File: src/include/cia_pkg.sv
// Purpose: Constants and types for the counter interrupt arbiter
// Assumes: One clock, synchronous active-high reset
// Notes:   Register map over APB, one aligned word each
//
// Functional notes
// - Reset sets both the external and the counter interrupt enables.
// - Reset clears the pending counter interrupt latch.
// - Four instructions each set or clear exactly one of the two enables.
// - External request is not stored; it follows the input level.
// - Counter underflow, or pulse-measure end in pulse width measure mode, sets the counter latch.
// - Branch-on-counter-interrupt is taken when the latch is set.
// - Taking an interrupt leaves enables and latch untouched.
// - Branch-on-counter-interrupt that finds the latch set clears it.
// - Load-counter instruction clears the counter latch.
// - Interrupt entry saves selectors, selects R(1) as PC, R(2) as SP.
package cia_pkg;

  localparam int          CIA_ADDR_W      = 12;
  localparam logic [11:0] CIA_OFF_CTRL    = 12'h000;
  localparam logic [11:0] CIA_OFF_STATUS  = 12'h004;
  localparam logic [11:0] CIA_OFF_IRQST   = 12'h008;
  localparam logic [11:0] CIA_OFF_IRQMSK  = 12'h00c;
  localparam logic [11:0] CIA_OFF_CONTEXT = 12'h010;

  // Control / status bit positions
  localparam int CIA_BIT_XEN  = 0;
  localparam int CIA_BIT_CEN  = 1;
  localparam int CIA_BIT_MIE  = 2;
  localparam int CIA_BIT_LAT  = 3;
  localparam int CIA_BIT_XREQ = 4;

  // Event bit positions
  localparam int CIA_EV_ENTRY = 0;
  localparam int CIA_EV_LATCH = 1;
  localparam int CIA_EV_W     = 2;

  localparam logic [3:0] CIA_PC_SEL_IRQ = 4'h1;
  localparam logic [3:0] CIA_SP_SEL_IRQ = 4'h2;
  localparam logic       CIA_RST_EN     = 1'b1;
  localparam logic       CIA_RST_LAT    = 1'b0;
  localparam logic [1:0] CIA_RST_MASK   = 2'h0;

  typedef struct packed {
    logic extEnableSet;
    logic extEnableClr;
    logic cntEnableSet;
    logic cntEnableClr;
    logic branchOnCnt;
    logic loadCounter;
  } cia_instr_t;

  typedef struct packed {
    logic [3:0] pcSel;
    logic [3:0] spSel;
  } cia_sel_t;

  typedef enum logic [1:0] {CiaIdle, CiaEntry} cia_state_t;

endpackage

File: src/hw/cia_event_reg.sv
// Purpose: Sticky event status with mask and one level interrupt
// Assumes: Write-one-to-clear, set wins over clear
// Notes:   Width is a parameter
`timescale 1ns/1ps
`default_nettype none
module cia_event_reg
  import cia_pkg::*;
#(
  parameter int W = 2
) (
  input  wire logic         ref_clk,
  input  wire logic         sys_rst,
  input  wire logic [W-1:0] evtSet,
  input  wire logic [W-1:0] clrOnes,
  input  wire logic         clrWr,
  input  wire logic [W-1:0] maskData,
  input  wire logic         maskWr,
  output logic      [W-1:0] status,
  output logic      [W-1:0] mask,
  output logic              irqOut
);
  // Elaboration-time refusal of an empty event vector
  if (W < 1) begin : gBadWidth
    $error("cia_event_reg: W must be at least 1");
  end

  logic [W-1:0] stat_q;
  logic [W-1:0] mask_q;
  wire  [W-1:0] stat_d = evtSet | (stat_q & ~(clrWr ? clrOnes : {W{1'b0}}));

  always_ff @(posedge ref_clk) begin
    if (sys_rst) begin
      stat_q <= '0;
      mask_q <= W'(CIA_RST_MASK);
    end else begin
      stat_q <= stat_d;
      if (maskWr) mask_q <= maskData;
    end
  end

  assign status = stat_q;
  assign mask   = mask_q;
  assign irqOut = |(stat_q & mask_q);
endmodule
`default_nettype wire

File: src/hw/cia_top.sv
// Purpose: Interrupt enables, counter latch and entry selection
// Assumes: Instruction strobes are one-cycle pulses from the decoder
// Notes:   Software view over APB; irq is the masked sticky event level
`timescale 1ns/1ps
`default_nettype none
module cia_top
  import cia_pkg::*;
(
  input  wire logic                  ref_clk,
  input  wire logic                  sys_rst,
  // Processor side
  input  wire cia_instr_t            instr,
  input  wire logic                  extIrqIn,
  input  wire logic                  ctrUnderflow,
  input  wire logic                  pulseMeasureEnd,
  input  wire logic                  pulseWidthMeasureMode,
  input  wire logic                  masterIrqEnable,
  input  wire logic                  instrBoundary,
  input  wire cia_sel_t              curSel,
  output logic                       irqRequest,
  output logic                       irqAccept,
  output logic                       branchOnCntIrqTaken,
  output cia_sel_t                   newSel,
  output logic                       newSelValid,
  output logic [7:0]                 savedContext,
  // APB
  input  wire logic                  psel,
  input  wire logic                  penable,
  input  wire logic                  pwrite,
  input  wire logic [CIA_ADDR_W-1:0] paddr,
  input  wire logic [31:0]           pwdata,
  output logic [31:0]                prdata,
  output logic                       pready,
  output logic                       pslverr,
  output logic                       irq
);
  logic       extEn_q;
  logic       cntEn_q;
  logic       cntLatch_q;
  cia_sel_t   saved_q;
  cia_sel_t   newSel_q;
  logic       newSelValid_q;
  logic       accept_q;
  logic [31:0] prdata_q;
  cia_state_t state_q;

  // APB decode
  wire apbAcc    = psel & penable;
  wire apbWr     = apbAcc & pwrite;
  wire hitCtrl   = paddr == CIA_OFF_CTRL;
  wire hitStatus = paddr == CIA_OFF_STATUS;
  wire hitIrqSt  = paddr == CIA_OFF_IRQST;
  wire hitIrqMsk = paddr == CIA_OFF_IRQMSK;
  wire hitCtx    = paddr == CIA_OFF_CONTEXT;
  wire hitAny    = hitCtrl | hitStatus | hitIrqSt | hitIrqMsk | hitCtx;
  wire ctrlWr    = apbWr & hitCtrl;

  // Software writes to CTRL act like the enable instructions
  wire swXSet = ctrlWr & pwdata[CIA_BIT_XEN];
  wire swXClr = ctrlWr & ~pwdata[CIA_BIT_XEN];
  wire swCSet = ctrlWr & pwdata[CIA_BIT_CEN];
  wire swCClr = ctrlWr & ~pwdata[CIA_BIT_CEN];

  wire extEn_d = (instr.extEnableSet | swXSet) ? 1'b1 :
                 (instr.extEnableClr | swXClr) ? 1'b0 : extEn_q;
  wire cntEn_d = (instr.cntEnableSet | swCSet) ? 1'b1 :
                 (instr.cntEnableClr | swCClr) ? 1'b0 : cntEn_q;

  // Latch set sources
  wire latchSet = ctrUnderflow | (pulseWidthMeasureMode & pulseMeasureEnd);
  wire bciTake  = instr.branchOnCnt & cntLatch_q;
  wire latchClr = bciTake | instr.loadCounter;
  // Set wins over clear so no event is lost
  wire cntLatch_d = latchSet ? 1'b1 : (latchClr ? 1'b0 : cntLatch_q);

  // External request follows the pin level
  wire extReq = extIrqIn & extEn_q;
  wire cntReq = cntLatch_q & cntEn_q;
  wire anyReq = extReq | cntReq;
  wire takeIrq = anyReq & masterIrqEnable & instrBoundary & (state_q == CiaIdle);

  always_ff @(posedge ref_clk) begin
    if (sys_rst) begin
      extEn_q    <= CIA_RST_EN;
      cntEn_q    <= CIA_RST_EN;
      cntLatch_q <= CIA_RST_LAT;
    end else begin
      extEn_q    <= extEn_d;
      cntEn_q    <= cntEn_d;
      // Interrupt entry does not touch enables or latch
      cntLatch_q <= cntLatch_d;
    end
  end

  // Entry sequencing: save selectors, then switch to R(1)/R(2)
  always_ff @(posedge ref_clk) begin
    if (sys_rst) begin
      state_q       <= CiaIdle;
      saved_q       <= '0;
      newSel_q      <= '0;
      newSelValid_q <= 1'b0;
      accept_q      <= 1'b0;
    end else begin
      accept_q      <= takeIrq;
      newSelValid_q <= 1'b0;
      case (state_q)
        CiaIdle: begin
          if (takeIrq) begin
            saved_q <= curSel;
            state_q <= CiaEntry;
          end
        end
        CiaEntry: begin
          newSel_q.pcSel <= CIA_PC_SEL_IRQ;
          newSel_q.spSel <= CIA_SP_SEL_IRQ;
          newSelValid_q  <= 1'b1;
          state_q        <= CiaIdle;
        end
        default: state_q <= CiaIdle;
      endcase
    end
  end

  // Sticky events: interrupt entry and counter latch set
  logic [CIA_EV_W-1:0] evStatus;
  logic [CIA_EV_W-1:0] evMask;
  wire  [CIA_EV_W-1:0] evSet;
  assign evSet[CIA_EV_ENTRY] = takeIrq;
  assign evSet[CIA_EV_LATCH] = latchSet;

  cia_event_reg #(
    .W(CIA_EV_W)
  ) cia_event_reg_i (
    .ref_clk  (ref_clk),
    .sys_rst  (sys_rst),
    .evtSet   (evSet),
    .clrOnes  (pwdata[CIA_EV_W-1:0]),
    .clrWr    (apbWr & hitIrqSt),
    .maskData (pwdata[CIA_EV_W-1:0]),
    .maskWr   (apbWr & hitIrqMsk),
    .status   (evStatus),
    .mask     (evMask),
    .irqOut   (irq)
  );

  // Read mux
  wire [31:0] rdCtrl   = {29'h0, masterIrqEnable, cntEn_q, extEn_q};
  wire [31:0] rdStatus = {27'h0, extIrqIn, cntLatch_q, masterIrqEnable, cntEn_q, extEn_q};
  wire [31:0] rdIrqSt  = {{(32-CIA_EV_W){1'b0}}, evStatus};
  wire [31:0] rdIrqMsk = {{(32-CIA_EV_W){1'b0}}, evMask};
  wire [31:0] rdCtx    = {24'h0, saved_q};
  wire [31:0] rdMux    = hitCtrl   ? rdCtrl   :
                         hitStatus ? rdStatus :
                         hitIrqSt  ? rdIrqSt  :
                         hitIrqMsk ? rdIrqMsk :
                         hitCtx    ? rdCtx    : 32'h0;

  always_ff @(posedge ref_clk) begin
    if (sys_rst) prdata_q <= 32'h0;
    else if (psel & ~penable & ~pwrite) prdata_q <= rdMux;
  end

  assign prdata              = prdata_q;
  assign pready              = 1'b1;
  assign pslverr             = apbAcc & ~hitAny;
  assign irqRequest          = anyReq & masterIrqEnable;
  assign irqAccept           = accept_q;
  assign branchOnCntIrqTaken = bciTake;
  assign newSel              = newSel_q;
  assign newSelValid         = newSelValid_q;
  assign savedContext        = saved_q;
endmodule
`default_nettype wire

File: config.mk
export PLATFORM = sky130hd
export DESIGN_NAME = cia_top
export DESIGN_NICKNAME = d
export VERILOG_FILES = /design/src/include/cia_pkg.sv /design/src/hw/cia_event_reg.sv /design/src/hw/cia_top.sv
export SDC_FILE = /design/constraint.sdc
export NUM_CORES = 1
export LEC_CHECK = 0
export BUFFER_PORTS_ARGS = -buffer_cell sky130_fd_sc_hd__buf_4
export CORE_MARGIN = 3
export CORE_UTILIZATION = 38
export DETAILED_ROUTE_END_ITERATION = 7
export MAX_ROUTING_LAYER = met4
export PLACE_DENSITY = 0.8
export SYNTH_ARGS = -nofsm -noshare
export SYNTH_HDL_FRONTEND = slang
export SYNTH_SLANG_ARGS = --single-unit
File: constraint.sdc
create_clock -name ref_clk -period 2.36 [get_ports ref_clk]
set_clock_uncertainty 0.2 [all_clocks]
set_input_delay 0.472 -clock ref_clk [delete_from_list [all_inputs] [get_ports ref_clk]]
set_output_delay 0.472 -clock ref_clk [all_outputs]
set_load 0.03 [all_outputs]
== Word level (Yosys, flattened, before mapping) ==
Index checks and enable logic that the tools add are counted.
Word-level totals
  register bits after elaboration: 51
  input bits: 69
  output and inout port bits: 55
Operators by class
  eq/ne operators: 4
  muxes and demuxes: 9
  bitwise logic cells: 40
  reduce and logical (&&, ||, !) cells: 8
Operators by type and width (number)
  8-bit 2-to-1 mux: 5
  12-bit by 4-bit == test with 1-bit output (second input constant): 2
  1-bit AND: 19
  12-bit by 3-bit == test with 1-bit output (second input constant): 1
  12-bit by 5-bit == test with 1-bit output (second input constant): 1
  12-bit zero test: 1
  1-bit OR: 11
  2-bit OR reduction: 4
  1-bit NOT: 6
  2-bit AND: 2
  1-bit 2-to-1 mux: 3
  2-bit zero test: 1
  2-bit 2-to-1 mux: 1
  2-bit NOT: 1
  2-bit OR: 1
  2-bit AND reduction: 1
  2-bit nonzero test: 1

== Longest topological paths before layout ==
Gate-level depths: netlist of the first run.
  depth after elaboration: 7
  gate-level depth with buffers: 5

== Hierarchy ==
A second synthesis of the first run with hierarchy kept.
Second synthesis, totals
  cells, all modules: 178
  area total of the unflattened synthesis: 1498.9 um^2
Modules (own cells, without submodules)
  cia_top: times used 1, cells an instance 163, area each 1350.0 um^2
  cia_event_reg: times used 1, cells an instance 15, area each 148.9 um^2

== Least setup slack after synthesis of the first run ==
No wires, ideal clock.
  path type: input to output
  start point: input paddr[2]
  end point: output pslverr
  arrival: 1322 ps
  data required time: 1688 ps
  path slack: 366 ps
  cell stages on the path: 3
  cells stage by stage: buf_2 -> o21ai_0 -> a41oi_1
Between the ends
  word-level cells in the longest chain between the ends: 7
  elaborated cells between the ends (all ways): 11
  classes of those cells: eq/ne (4); bitwise (6); reduce/logical (1)
RTL lines
  start: declaration: line cia_top.sv:30  | input wire logic [CIA_ADDR_W-1:0] paddr,
  12-bit by 3-bit == test with 1-bit output or 12-bit zero test (tied branches): line cia_top.sv:51, cia_top.sv:50
  1-bit OR (3 in series): line cia_top.sv:55  | wire hitAny = hitCtrl | hitStatus | hitIrqSt | hitIrqMsk | hitCtx;
  1-bit OR (*): line cia_top.sv:55
  1-bit NOT (*): line cia_top.sv:165  | assign pslverr = apbAcc & ~hitAny;
  1-bit AND (*): line cia_top.sv:165
  end: declaration: line cia_top.sv:34  | output logic pslverr,
Every way passes the cells marked *; elsewhere a longest branch is shown, timed or not.

== Worst setup path after layout of the first run ==
  start point: input paddr[1]
  end point: output pslverr
Same word-level chain as after synthesis.

==> results of run 1 <==
## metal layers
| metal | vias to the layer above | GRT usage | wire length, um |
|---|---|---|---|
| li1 | 633 | - | - |
| met1 | 559 | 0.181 | 1460 |
| met2 | 55 | 0.238 | 1570 |
| met3 | 0 | 0.0328 | 331 |
| met4 | 0 | 0.0199 | 0 |
| met5 | - | - | 0 |
## power groups by stage
stage / logic, mW / registers, mW / clock network [mW]
4_1_cts: 0.227 / 0.480 / 0.270
6_report: 0.227 / 0.480 / 0.260
3_5_place_dp: 0.227 / 0.490 / 0
5_1_grt: 0.246 / 0.482 / 0.285
2_1_floorplan: 0.173 / 0.502 / 0
3_3_place_gp: 0.223 / 0.490 / 0
## placed cells by master (no fill, tap or decap), types with 2 or more instances in the layout
cell and instances:
nand2_1 10, nor2_1 20, clkbuf_8 3, a21oi_1 10
a211o_1 2, dfxtp_1 27, conb_1 31, or4_1 3
inv_1 3, nand3_1 2, buf_4 64, a22o_1 4
a211o_2 2, nor2b_1 5, o41ai_1 2, a22oi_1 3
nor4_1 2, nand2b_1 4, mux2i_1 12, nand3b_1 2
o211ai_1 2
## how the worst max path moves through the flow
stage | startpoint | endpoint | depth (start not counted)
after floorplan | paddr[2] | pslverr | 3
after global placement | paddr[1] | prdata[4] | 5
after detailed placement | paddr[1] | prdata[3] | 5
after CTS | paddr[1] | pslverr | 4
after global routing | paddr[1] | pslverr | 4
final | paddr[1] | pslverr | 4
## synthesized netlist by cell type
library cell	n	area (um2)
buf_4	32	240
dfxtp_1	27	541
nor2_1	20	75.1
mux2i_1	12	120
a21oi_1	10	50.1
nand2_1	10	37.5
nor2b_1	5	31.3
a22o_1	4	35.0
buf_2	4	20.0
clkbuf_1	4	15.0
nand2b_1	4	25.0
a22oi_1	3	22.5
inv_1	3	11.3
or4_1	3	22.5
a211o_1	2	17.5
a211o_2	2	20.0
conb_1	2	7.51
nand3_1	2	10.0
nand3b_1	2	15.0
nor4_1	2	12.5
o211ai_1	2	15.0
o41ai_1	2	17.5
a31oi_1	1	6.26
a41oi_1	1	8.76
and2_1	1	6.26
and4b_1	1	10.0
nand3_4	1	17.5
nand4_1	1	6.26
nand4bb_1	1	11.3
nor3_1	1	5.00
nor3_2	1	10.0
nor4_4	1	21.3
o21ai_0	1	5.00
## cell families after synthesis
family,synth area share
and+or+nand+nor,0.216
buffers and inverters,0.195
AOI/OAI and AO/OA,0.135
DFF,0.368
muxes,0.0818
other,0.00511
## flip-flops by register name, indices dropped and copies added, names as in the netlist
register,cells
cia_event_reg_i.mask,2
cntLatch_q,1
cntEn_q,1
newSelValid,1
extEn_q,1
state_q,1
savedContext,8
cia_event_reg_i.status,2
newSel,1
prdata,8
irqAccept,1
## through the flow
step           std cells  instance area [um2]  total power [mW]
4_1_cts              271                 1890             0.977
5_1_grt              271                 1890              1.01
2_1_floorplan        197                 1580             0.675
3_5_place_dp         267                 1840             0.717
3_3_place_gp         267                 1840             0.713
6_report             271                 1890             0.967
## critical path: stages
cell and delay (ns):
buf_4 0.12, nor4_4 0.37, a41oi_1 0.17, buf_4 0.20
## area by class of cell
| cell class | count | area share |
|---|---|---|
| inverter | 3 | 0.00596 |
| sequential | 27 | 0.286 |
| multi-input combinational | 127 | 0.397 |
| timing repair buffer | 64 | 0.254 |
| clock inverter | 1 | 0.00397 |
| tap | 46 | 0.0305 |
| clock buffer | 3 | 0.0219 |
==> results.sh, run 1 <==
export IMPL_firstDrtPassIters=4
export IMPL_clk_pin_slew_ns=0.09
export IMPL_post_route_period_util=0.843
export IMPL_start_util=0.417
export IMPL_cts_num_sinks=27
export IMPL_synth_area_um2=1470
export IMPL_place_congestion=0.807
export IMPL_crit_path_start_kind="primary input"
export IMPL_antenna_found_initial=0
export IMPL_hold_viol_final=0
export IMPL_clockBufferDepth=2
export IMPL_io_pins=124
export IMPL_drive_above_1_share=0.324
export IMPL_max_vdd_ir_drop_v=0.000465
export IMPL_fin_nets=295
export IMPL_grt_pass1_wl_um=5060
export IMPL_rsz0062_at_grt="false"
export IMPL_p_switching_mw=0.298
export IMPL_avgRoutedWirePerCell_um=12.4
export IMPL_reg2reg_slack_ns=0.80
export IMPL_dr_total_vias=1247
export IMPL_hpwlAfterDp_um=2740
export IMPL_r2r_cells=5
export IMPL_wl_um=3360
export IMPL_syn_inst=168
export IMPL_synth_distinct_cells=33
export IMPL_grt_max_degree=29
export IMPL_p_per_area_nw_per_um2=512
export IMPL_r2r_end="savedContext[2]"
export IMPL_chipHeight_um=68.2
export IMPL_h_tree_depth=1
export IMPL_vias_per_cell=4.60
export IMPL_ant_nets=0
export IMPL_fmax_mhz=502
export IMPL_fin_util=0.537
export IMPL_clockPowerShare=0.269
export IMPL_holdBufCountCts=0
export IMPL_status="complete, no violations"
export IMPL_crit_fanout=3
export IMPL_nFillCells=358
export IMPL_critical_path_required_ns=1.69
export IMPL_grt_overflow_total=0
export IMPL_ys_warn_count=0
export IMPL_grt_pass1_vias=1197
export IMPL_ys_ff_latch=27
export IMPL_area_growth_syn_to_layout_pct=28.6
export IMPL_timing_rr_start="cntEn_q"
export IMPL_die_area_um2=4650
export IMPL_cts_root_buf="clkbuf_8"
export IMPL_cts_made_buffers=3
export IMPL_post_cts_buffers=0
export IMPL_leakage_nw=0.901
export IMPL_regArea_um2=541
export IMPL_holdPathStages=3
export IMPL_maxSlewViolCount=0
export IMPL_cts_tree="done"
export IMPL_arrival_ns=1.32
export IMPL_endpoint_kind="output port"
export IMPL_io_buffers=62
export IMPL_finalSetupViolations=0
export IMPL_fin_ws_ns=0.370
export IMPL_clk_latency_ns=0.26
export IMPL_drc=0
export IMPL_core_um2=3520
export IMPL_cap_violations=0
export IMPL_grt_usage=0.143
export IMPL_multiInputGateArea_um2=751
export IMPL_fin_tns_setup_ns=0
export IMPL_whs_ns=0.219
export IMPL_ys_seq_area_frac=0.368
export IMPL_hold_end="extEn_q"
export IMPL_hold_path_class="in -> reg"
export IMPL_drt_initial_drc_count=57
export IMPL_post_cts_resized=0
export IMPL_period_minus_slack_ns=1.99
export IMPL_dieWidth_um=68.2
export IMPL_antennaDiodeCount=0
export IMPL_pre_cts_slack_ns=0.268
export IMPL_p_seq_frac=0.496
export IMPL_synth_area_per_cell_um2=8.74
export IMPL_power_internal_mw=0.670
export IMPL_swShare=0.308
export IMPL_crit_type="in -> out"
export IMPL_holdCritStartpoint="instr[5]"
export IMPL_p_comb_frac=0.235
export IMPL_placementRows=21
No activity file was read; power rests on OpenSTA's default activity.
==> inputs of run 2 (changes only) <==
--- a/config.mk
+++ b/config.mk
@@ -7,10 +7,10 @@
 export LEC_CHECK = 0
 export BUFFER_PORTS_ARGS = -buffer_cell sky130_fd_sc_hd__buf_4
 export CORE_MARGIN = 3
-export CORE_UTILIZATION = 38
+export CORE_UTILIZATION = 34
 export DETAILED_ROUTE_END_ITERATION = 7
 export MAX_ROUTING_LAYER = met4
-export PLACE_DENSITY = 0.8
+export PLACE_DENSITY = 0.75
 export SYNTH_ARGS = -nofsm -noshare
 export SYNTH_HDL_FRONTEND = slang
 export SYNTH_SLANG_ARGS = --single-unit
==> constraint.sdc (replaced) <==
create_clock -name ref_clk -period 1.61 [get_ports ref_clk]
set_clock_uncertainty 0.2 [all_clocks]
set_input_delay 0.322 -clock ref_clk [delete_from_list [all_inputs] [get_ports ref_clk]]
set_output_delay 0.322 -clock ref_clk [all_outputs]
set_load 0.03 [all_outputs]
==> run 2 against run 1 <==
Net effect:
- the run now ends with setup timing left
- routed wire length grew 5.2%
- die area grew 11%
- non-clock buffer count grew 13
- via count grew 5.4%
- highest routed layer is now met4
==> results.sh, run 2 (same netlist as run 1, synthesis figures left out) <==
export IMPL_status="finished with violations"
export IMPL_violations="setup timing"
export IMPL_dr_total_vias=1314
export IMPL_max_vdd_ir_drop_v=0.000514
export IMPL_grt_usage=0.135
export IMPL_io_pins=124
export IMPL_core_um2=4090
export IMPL_hpwlAfterDp_um=2870
export IMPL_rsz0062_at_grt="true"
export IMPL_multiInputGateArea_um2=831
export IMPL_path_cells="buf_6 -> nor4_4 -> a41oi_2 -> buf_6"
export IMPL_h_tree_depth=1
export IMPL_crit_path_top_delay_cell="nor4_4"
export IMPL_cts_tree="done"
export IMPL_layout_commonest_cell="buf_4"
export IMPL_whs_ns=0.0534
export IMPL_cts_root_buf="clkbuf_8"
export IMPL_fin_util=0.511
export IMPL_regArea_um2=544
export IMPL_firstDrtPassIters=4
export IMPL_total_power_mw=1.45
export IMPL_io_buffers=62
export IMPL_period_minus_slack_ns=1.67
export IMPL_grt_overflow_total=0
export IMPL_cts_made_buffers=3
export IMPL_ant_nets=0
export IMPL_dieWidth_um=71.7
export IMPL_grt_pass1_vias=1190
export IMPL_nFillCells=410
export IMPL_die_area_um2=5150
export IMPL_leakage_nw=0.988
export IMPL_fin_ws_ns=-0.0552
export IMPL_cap_violations=0
export IMPL_post_dp_cell_area_um2=1940
export IMPL_fin_area_um2=2090
export IMPL_hold_path_class="in -> reg"
export IMPL_fin_cells=288
export IMPL_maxSlewViolCount=0
export IMPL_start_util=0.359
export IMPL_arrival_ns=1.14
export IMPL_crit_type="in -> out"
export IMPL_area_growth_syn_to_layout_pct=42.1
export IMPL_clockBufferDepth=2
export IMPL_crit_path_start_kind="primary input"
export IMPL_drc=0
export IMPL_vias_per_cell=4.56
export IMPL_antenna_found_initial=0
export IMPL_drive_above_1_share=0.412
export IMPL_grt_max_degree=23
export IMPL_crit_fanout=3
export IMPL_cp_common_cell="buf_6"
export IMPL_place_congestion=0.758
export IMPL_avgRoutedWirePerCell_um=12.3
export IMPL_dp_cells=283
export IMPL_chipHeight_um=71.7
export IMPL_hold_viol_final=0
export IMPL_fin_tns_setup_ns=-0.0612
export IMPL_antennaDiodeCount=0
export IMPL_clk_pin_slew_ns=0.08
export IMPL_cts_num_sinks=27
export IMPL_endpoint_kind="output port"
export IMPL_finalSetupViolations=2
export IMPL_fmax_mhz=601
export IMPL_grt_pass1_wl_um=5420
export IMPL_drt_initial_drc_count=52
export IMPL_critPathMaxStageDelay_ns=0.38
export IMPL_p_per_area_nw_per_um2=696
export IMPL_clk_latency_ns=0.27
export IMPL_critical_path_required_ns=1.09
export IMPL_fin_nets=308
export IMPL_placementRows=23
export IMPL_layout_common_cells="buf_4, conb_1, dfxtp_1"
export IMPL_post_route_period_util=1.03
export IMPL_wl_um=3530
export IMPL_pre_cts_slack_ns=-0.335
==> run 2: changes by cell type in the layout (fill, tap and decap cells not counted), sizes merged <==
cell,change
clkinvlp,-1
buf,+13
clkbuf,+1
==> run 2: layer usage <==
metal	global-route usage	share of wire	routed length, um	vias up
met5	-	0	0	-
met4	0.0376	0.0076	27	0
met3	0.0295	0.094	331	3
met2	0.209	0.45	1590	70
met1	0.178	0.45	1590	584
li1	-	-	-	657
==> run 2: area by class of cell <==
| class | instances | area share |
|---|---|---|
| timing repair buffer | 77 | 0.284 |
| tap | 50 | 0.0300 |
| inverter | 3 | 0.00540 |
| sequential | 27 | 0.261 |
| multi-input combinational | 127 | 0.398 |
| clock buffer | 4 | 0.0216 |
==> run 2: where the power goes <==
part | leakage (nW) | total [mW] | switching, mW | internal [mW]
sequential | 0.219 | 0.706 | 0.0176 | 0.688
combinational | 0.746 | 0.371 | 0.227 | 0.144
clock | 0.0228 | 0.375 | 0.198 | 0.177
==> run 2: worst paths after layout <==
path,startpoint,end,slack (ns),cells past startpoint
worst max-delay path,paddr[8],pslverr,-0.06,4
worst min register to register,prdata[4],prdata[4],0.26,2
worst max register to register,cia_event_reg_i.status[0],prdata[0],0.11,4
worst min-delay path,instr[5],extEn_q,0.05,3
==> run 2: timing repair <==
| action | in CTS | in global routing |
|---|---|---|
| setup buffers | 1 | 0 |
| endpoints found under the setup margin | 7 | 10 |
| hold buffers | 0 | 0 |
| pin swaps | 4 | 4 |
| gates resized for setup | 9 | 9 |
==> run 2: worst max-delay path, delay by kind of cell <==
family | cells | cell delay (ns)
AND/OR/NAND/NOR | 1 | 0.38
buffers and inverters | 2 | 0.27
AO/OA/AOI/OAI | 1 | 0.17
